File: src/hw/rrc_cfg.svh
// Constants for the rotate-right-through-carry unit
// Operation
// - Opcode bits 11:6 are 001100; bit 5 destination, bits 4:0 address.
// - Register shifts right one; old carry to bit 7, bit 0 to carry.
// - Destination 0: result to accumulator, addressed register unchanged.
// - Destination 1: result goes back to register, accumulator unchanged.
// - Address covers registers 0 to 31; destination is a single bit.
// - Only carry changes; zero and digit-carry flags stay as they were.
`ifndef RRC_CFG_SVH
`define RRC_CFG_SVH

`define RRC_OPC_VALUE 6'h0c
`define RRC_OPC_MSB 11
`define RRC_OPC_LSB 6
`define RRC_DEST_BIT 5
`define RRC_ADDR_MSB 4
`define RRC_ADDR_LSB 0
`define RRC_NUM_REGS 32
`define RRC_W_RESET 8'h00
`define RRC_FILE_RESET 8'h00
`define RRC_EXEC_CYCLES 1

`endif

File: src/hw/rrc_pkg.sv
// Types shared by the rotate-right-through-carry unit
package rrc_pkg;

    // Instruction word split into its fields
    typedef struct packed {
        logic [5:0] opcode;
        logic dest;
        logic [4:0] addr;
    } rrc_instr_t;

    // Status flags held by the unit
    typedef struct packed {
        logic z;
        logic dc;
        logic c;
    } rrc_flags_t;

    // Preset bundle used to load state from the surrounding core
    typedef struct packed {
        logic file_we;
        logic [4:0] file_addr;
        logic [7:0] file_data;
        logic w_we;
        logic [7:0] w_data;
        logic flags_we;
        rrc_flags_t flags;
    } rrc_preset_t;

endpackage

File: src/hw/rrc_unit.sv
// Rotate-right-through-carry execution unit with its own file and W
`timescale 1ns/1ps
`include "rrc_cfg.svh"
module rrc_unit (
    input wire logic clk_sys_in,
    input wire logic rst_b_in,
    input wire logic instr_valid_in,
    input wire logic [11:0] instr_in,
    input wire rrc_pkg::rrc_preset_t preset_in,
    input wire logic [4:0] peek_addr_in,
    output logic done_out,
    output logic [7:0] result_out,
    output logic [7:0] w_out,
    output rrc_pkg::rrc_flags_t flags_out,
    output logic [7:0] peek_data_out
);

    rrc_pkg::rrc_instr_t instr;
    logic exec;
    logic [7:0] src_data;
    logic [7:0] rot_res;
    logic rot_carry;
    logic [7:0] file_q [`RRC_NUM_REGS];
    logic [7:0] w_q;
    rrc_pkg::rrc_flags_t flags_q;
    logic done_q;
    logic [7:0] result_q;
    logic [7:0] peek_q;

    // Opcode match, shared by the decoder and its checks
    function automatic logic rrc_is_rotate(input logic [11:0] word);
        return word[`RRC_OPC_MSB:`RRC_OPC_LSB] == `RRC_OPC_VALUE;
    endfunction

    // Field split and opcode match
    always_comb begin
        instr = rrc_pkg::rrc_instr_t'(instr_in);
        exec = instr_valid_in && rrc_is_rotate(instr_in);
    end

    // Five-bit address reaches every one of the 32 registers
    assign src_data = file_q[instr.addr];

    // Rotator kept apart so its data path stays free of control
    rrc_rot u_rot (
        .data_in(src_data),
        .carry_in(flags_q.c),
        .result_out(rot_res),
        .carry_out(rot_carry)
    );

    // Register file; presets are refused while an instruction executes
    // so the two writers never race on the same entry
    always_ff @(posedge clk_sys_in or negedge rst_b_in) begin
        if (!rst_b_in) begin
            for (int i = 0; i < `RRC_NUM_REGS; i++) begin
                file_q[i] <= `RRC_FILE_RESET;
            end
        end else if (exec) begin
            if (instr.dest) begin
                file_q[instr.addr] <= rot_res;
            end
        end else if (preset_in.file_we) begin
            file_q[preset_in.file_addr] <= preset_in.file_data;
        end
    end

    // Working accumulator
    always_ff @(posedge clk_sys_in or negedge rst_b_in) begin
        if (!rst_b_in) begin
            w_q <= `RRC_W_RESET;
        end else if (exec) begin
            if (!instr.dest) begin
                w_q <= rot_res;
            end
        end else if (preset_in.w_we) begin
            w_q <= preset_in.w_data;
        end
    end

    // Status flags; the instruction touches carry alone
    always_ff @(posedge clk_sys_in or negedge rst_b_in) begin
        if (!rst_b_in) begin
            flags_q <= '0;
        end else if (exec) begin
            flags_q.c <= rot_carry;
        end else if (preset_in.flags_we) begin
            flags_q <= preset_in.flags;
        end
    end

    // Completion strobe in the cycle after the taking edge
    always_ff @(posedge clk_sys_in or negedge rst_b_in) begin
        if (!rst_b_in) begin
            done_q <= 1'b0;
            result_q <= 8'h00;
        end else begin
            done_q <= exec;
            if (exec) begin
                result_q <= rot_res;
            end
        end
    end

    // Registered read port, sees the file before this edge's write
    always_ff @(posedge clk_sys_in or negedge rst_b_in) begin
        if (!rst_b_in) begin
            peek_q <= 8'h00;
        end else begin
            peek_q <= file_q[peek_addr_in];
        end
    end

    // Outputs come straight from the registers
    assign done_out = done_q;
    assign result_out = result_q;
    assign w_out = w_q;
    assign flags_out = flags_q;
    assign peek_data_out = peek_q;
endmodule // rrc_unit

File: src/hw/rrc_rot.sv
// Combinational right rotate of one byte through carry
`timescale 1ns/1ps
module rrc_rot (
    input wire logic [7:0] data_in,
    input wire logic carry_in,
    output logic [7:0] result_out,
    output logic carry_out
);

    // Old carry fills the top, bit 0 falls into carry
    always_comb begin
        result_out = {carry_in, data_in[7:1]};
        carry_out = data_in[0];
    end

endmodule // rrc_rot

File: config.mk
export PLATFORM = sky130hd
export DESIGN_NAME = rrc_unit
export DESIGN_NICKNAME = d
export VERILOG_FILES = /design/src/hw/rrc_pkg.sv /design/src/hw/rrc_unit.sv /design/src/hw/rrc_rot.sv
export VERILOG_INCLUDE_DIRS = /design/src /design/src/hw
export SDC_FILE = /design/constraint.sdc
export NUM_CORES = 1
export LEC_CHECK = 0
export BUFFER_PORTS_ARGS = -buffer_cell sky130_fd_sc_hd__buf_2
export CORE_ASPECT_RATIO = 0.6
export CORE_UTILIZATION = 43
export CTS_BUF_LIST = sky130_fd_sc_hd__clkbuf_8
export DETAILED_ROUTE_END_ITERATION = 16
export HOLD_SLACK_MARGIN = 0.02
export SYNTH_ARGS = -nofsm -noshare
export SYNTH_HDL_FRONTEND = slang
export SYNTH_HIERARCHICAL = 1
export SYNTH_SLANG_ARGS = --single-unit
File: constraint.sdc
create_clock -name clk_sys_in -period 2.9 [get_ports clk_sys_in]
set_input_delay 0.58 -clock clk_sys_in [delete_from_list [all_inputs] [get_ports clk_sys_in]]
set_output_delay 0.58 -clock clk_sys_in [all_outputs]
set_load 0.005 [all_outputs]
---- Yosys cells after proc, flatten, opt, wreduce, memory -nomap -nowiden ----
Cells that the tools add are included.
word-level totals
  register bits ........................... 284
  logic and storage cells ................. 80
cells by class
  magnitude comparators ................... 5
  equal/unequal tests ..................... 3
  muxes and demuxes ....................... 20
  bitwise operators ....................... 4
  reductions and logical operators ........ 9
operator list
  kind                count
  $mux 256            3
  $bwmux 256          2
  $bmux 8 s5          2
  $demux 8 s5         2
  $mux 8              9
  $ge 6x6->1 const B  3
  $not 5->6           3
  $lt 6x1->1 const B  2
  $eq 6x4->1 const B  1
  $reduce_and 2->1    3
  $reduce_bool 2->1   3
  $ne 2x2->1 const B  2
  $logic_and 1x1->1   3
  $mux 1              2
  $not 1->1           1

---- Logic depth before layout (Yosys ltp) ----
  depth in word-level cells ............... 8
  mapped depth ............................ 12
  mapped depth without buffers ............ 7

---- Modules after synthesis ----
The synthesis kept the hierarchy.
by module, submodules not included
  module    instances  cells an instance  area an instance (um^2)
  rrc_unit  1          1,419              17,799.6
  rrc_rot   1          9                  67.6

---- Worst setup path after synthesis ----
No wires, ideal clock.
  path kind ............................... input to register
  start point ............................. in instr_in[0]
  end point ............................... reg file_q[43] (netlist name)
  setup time .............................. 0.125 ns
  data arrival time ....................... 2.815 ns
  data required time ...................... 2.775 ns
  path slack .............................. -0.040 ns
  stages on the path ...................... 10
  cell sequence ........................... buf_2 -> buf_1 -> mux4_2 -> a22oi_1 -> nand4_1 -> buf_4 -> nand3_1 -> clkbuf_1 -> o22ai_1 -> mux2_4
on the way
  elaborated cells between the ends (all ways) .. 12
RTL lines
  item                                       RTL line        text
  from (decl)                                rrc_unit.sv:8   input wire logic [11:0] instr_in,
  $not 5->6 (implied by the code)            rrc_unit.sv:42  assign src_data = file_q[instr.addr];
  $bmux 8 s5                                 rrc_unit.sv:42
  $mux 8 (implied by the code) (2 in a row)  rrc_unit.sv:42
  via src_data[4]                            rrc_unit.sv:20  logic [7:0] src_data;
  $bwmux 256                                 rrc_unit.sv:61  file_q[instr.addr] <= rot_res;
  $mux 256                                   rrc_unit.sv:60  if (instr.dest) begin
  $mux 256                                   rrc_unit.sv:59  end else if (exec) begin
  to (signal, indexed assignment)            rrc_unit.sv:57  file_q[i] <= `RRC_FILE_RESET;
  to (signal, indexed assignment)            rrc_unit.sv:61
  to (signal, indexed assignment)            rrc_unit.sv:64  file_q[preset_in.file_addr] <= preset_in.file_data;
  to (decl)                                  rrc_unit.sv:23  logic [7:0] file_q [`RRC_NUM_REGS];
The timed path passes the listed nets, and every way through them passes these cells. The select of a mux whose other input is x is not followed.
A chain may end at the register's enable or synchronous reset.

---- Worst setup path in the final report ----
  start point ............................. in instr_in[0]
  end point ............................... reg file_q[180] (netlist name)
Same word-level chain as after synthesis.

==> flow_metrics.env <==
export IMPL_final_hold_violation_count=0
export IMPL_leakage_nw=8.83
export IMPL_vias_per_cell=7.17
export IMPL_setup_tns_ps=0
export IMPL_grt_start_max_net_pins=72
export IMPL_gp_congestion=0.974
export IMPL_skew_ps=27.4
export IMPL_clk_latency_ps=600
export IMPL_placed_cell_area_um2=20100
export IMPL_power_switching_mw=2.47
export IMPL_numCtsBuffers=44
export IMPL_worstSetupPathType="input port to flop"
export IMPL_async_flop_share_pct=100
export IMPL_dr_first_iter_drc_count=2200
export IMPL_num_vias=15400
export IMPL_slew_headroom_pct=37.5
export IMPL_wl_per_cell_um=33.4
export IMPL_syn_area_per_cell_um2=12.5
export IMPL_dpl_hpwl_um=50300
export IMPL_drc=0
export IMPL_synth_most_common_cell="o22ai_1"
export IMPL_cp_max_fo=17
export IMPL_fin_area_um2=21000
export IMPL_floorplan_initialDensity_pct=43.9
export IMPL_cap_viol_max_count=0
export IMPL_critical_path_arrival_ps=3110
export IMPL_seq_power_share_pct=47.0
export IMPL_cts_sinks=284
export IMPL_rsz0062_at_grt="no"
export IMPL_min_path_type="input port to flop"
export IMPL_syn_num_nets=1475
export IMPL_layout_drive_gt1_share_pct=46.1
export IMPL_intPower_mw=6.24
export IMPL_die_w_um=265
export IMPL_slowest_delay_ps=530
export IMPL_nNetsFinal=1609
export IMPL_cpMostUsedCell="buf_4"
export IMPL_yosys_warnings=6
export IMPL_endpoint_kind="flop"
export IMPL_die_h_um=160
export IMPL_die_area_um2=42400
export IMPL_routed_wl_um=71700
export IMPL_ys_flop_type="dfrtp_1"
export IMPL_antenna_found_initial=3
export IMPL_setup_viol=0
export IMPL_port_buffers=74
export IMPL_ys_ff_latch=284
export IMPL_grt_pass1_wl_um=105000
export IMPL_clk_path_buf_depth=3
export IMPL_hold_ws_ps=229
export IMPL_post_route_period_util_pct=91.4
export IMPL_synth_distinct_cells=44
export IMPL_synth_area_um2=17900
export IMPL_synth_edf_count=0
export IMPL_area_growth_pct=17.6
export IMPL_netlist_top_cells_area="dfrtp_1, mux4_2, mux2_2"
export IMPL_p_comb_share_pct=13.1
export IMPL_fp_coreArea_um2=40700
export IMPL_period_needed_ps=2650
export IMPL_worstPathRequired_ps=3360
export IMPL_max_clock_freq_mhz=377
export IMPL_firstDrtPassIters=6
export IMPL_root_buffer="clkbuf_8"
export IMPL_ioPinCount=75
export IMPL_dpl_cell_count=2075
export IMPL_row_count=57
export IMPL_critPathBufInv=3
export IMPL_swShare_pct=28.4
export IMPL_clkPwrFrac_pct=39.9
export IMPL_diodes=0
export IMPL_ys_seq_area_share_pct=39.8
export IMPL_grt_pass1_vias=14900
export IMPL_status="complete, no violations"
export IMPL_synthCells=1428
export IMPL_h_tree_depth=2
export IMPL_stdcell_count=2150
export IMPL_crit_chain="buf_4 > buf_4 > mux4_2 > a22oi_1 > nand4_1 > nand3_1 > buf_12 > o22ai_1 > mux2_2"
export IMPL_cp_start_kind="input port"
export IMPL_grt_overflow_total=0
export IMPL_synth_top_cell_by_area="dfrtp_1"
export IMPL_final_max_slew_viol_count=0
export IMPL_netlist_top_cells_count="o22ai_1, dfrtp_1, mux2_2, mux4_2, nand2_1"
export IMPL_synth_top_area_share_pct=39.8
export IMPL_route_antenna_remaining_nets=0
export IMPL_crit_family="multiplexers"
export IMPL_cts_resized=0
export IMPL_path_clk_slew_ps=70
export IMPL_track_usage_pct=33.8
export IMPL_cts_tree="done"
export IMPL_worst_pin_slew_ps=929
export IMPL_max_vdd_ir_drop_v=0.000375
export IMPL_power_mw=8.72
export IMPL_cellPowerDensity_nw_per_um2=415
export IMPL_crit_slowest_cell="mux4_2"
timing repair:
action,in CTS,in global routing
buffers inserted,0,0
hold buffers,1,0
hold endpoints to repair,48,0
sequential cells by signal, indices dropped and copies added (netlist names):
signal and flops:
file_q 256, peek_data_out 8, result_out 8, w_out 8, flags_out 3, done_out 1
worst reg2reg max path, delay by kind of cell (launching register included):
kind            cells  cell delay, ps
compound gates      2             580
buf+inv             1             210
flops               1             430
mux                 2             800
simple gates        2             430
power groups by stage:
stage,Sequential [mW],Clock (mW),Combinational [mW]
final,4.10,3.48,1.14
after global routing,4.10,3.67,1.18
after floorplan,4.15,0,0.562
after CTS,4.09,3.50,1.10
after detailed placement,4.17,0,1.10
after global placement,4.16,0,1.08
worst paths after layout:
path	startpoint	to	slack (ps)	depth (start not counted)
max in group asynchronous	rst_b_in	file_q[164]	1490	3
setup reg to reg	file_q[165]	file_q[180]	330	7
hold reg to reg	result_out[3]	result_out[3]	480	2
min in group asynchronous	rst_b_in	file_q[24]	570	2
setup / recovery	instr_in[0]	file_q[180]	250	9
hold / removal	preset_in[2]	flags_out[2]	230	2
layer usage:
layer	routed length (µm)	track usage, %
met2	28200	44.3
met1	29800	50.1
met4	1880	7.62
met5	37	1.58
met3	11900	15.3
cell type report:
cell class | instances | area, µm²
fillers | 3544 | 19700
multi-input cells | 985 | 9960
flip-flops and latches | 284 | 7110
repair buffers | 237 | 2350
clock buffers | 55 | 757
well taps | 560 | 701
clock inverters | 19 | 101
inverters | 10 | 40.0
through the flow:
| step | util, % | setup WS, ps |
|---|---|---|
| floorplan | - | 5.81 |
| global placement | 49.5 | -220 |
| detailed placement | 49.5 | -193 |
| CTS | 51.6 | 394 |
| global route | 51.6 | 141 |
| finish | 51.6 | 249 |
cell families (layout without fill, tap and decap cells):
logic type / Yosys count / in the layout / synth area share, %
AO/OA/AOI/OAI: 378 / 378 / 15.8
buffers and inverters: 159 / 321 / 4.50
flip-flops: 284 / 284 / 39.8
multiplexers: 389 / 389 / 33.1
AND/OR/NAND/NOR: 218 / 218 / 6.86
placed cells by master (no fill, tap or decap), types with 2 or more instances in the layout:
| cell | n |
|---|---|
| mux2i_1 | 5 |
| a22oi_1 | 31 |
| inv_1 | 23 |
| mux4_2 | 126 |
| buf_12 | 59 |
| nor3_2 | 2 |
| clkinv_2 | 3 |
| nor3b_2 | 4 |
| and3b_1 | 7 |
| o22ai_4 | 27 |
| o21ai_2 | 9 |
| o22ai_2 | 5 |
| nand3_1 | 43 |
| nor4_1 | 8 |
| nor2b_1 | 4 |
| and3_1 | 2 |
| and2_1 | 3 |
| nor2_1 | 4 |
| dfrtp_1 | 284 |
| buf_2 | 70 |
| nand2_1 | 83 |
| nor3b_4 | 3 |
| o22ai_1 | 296 |
| nand4_1 | 40 |
| clkbuf_8 | 55 |
| nand3b_1 | 5 |
| buf_4 | 106 |
| mux2_4 | 32 |
| or3b_2 | 2 |
| a21oi_1 | 9 |
| mux2_2 | 224 |
| mux2_1 | 2 |
(Power assumes the default switching activity.)
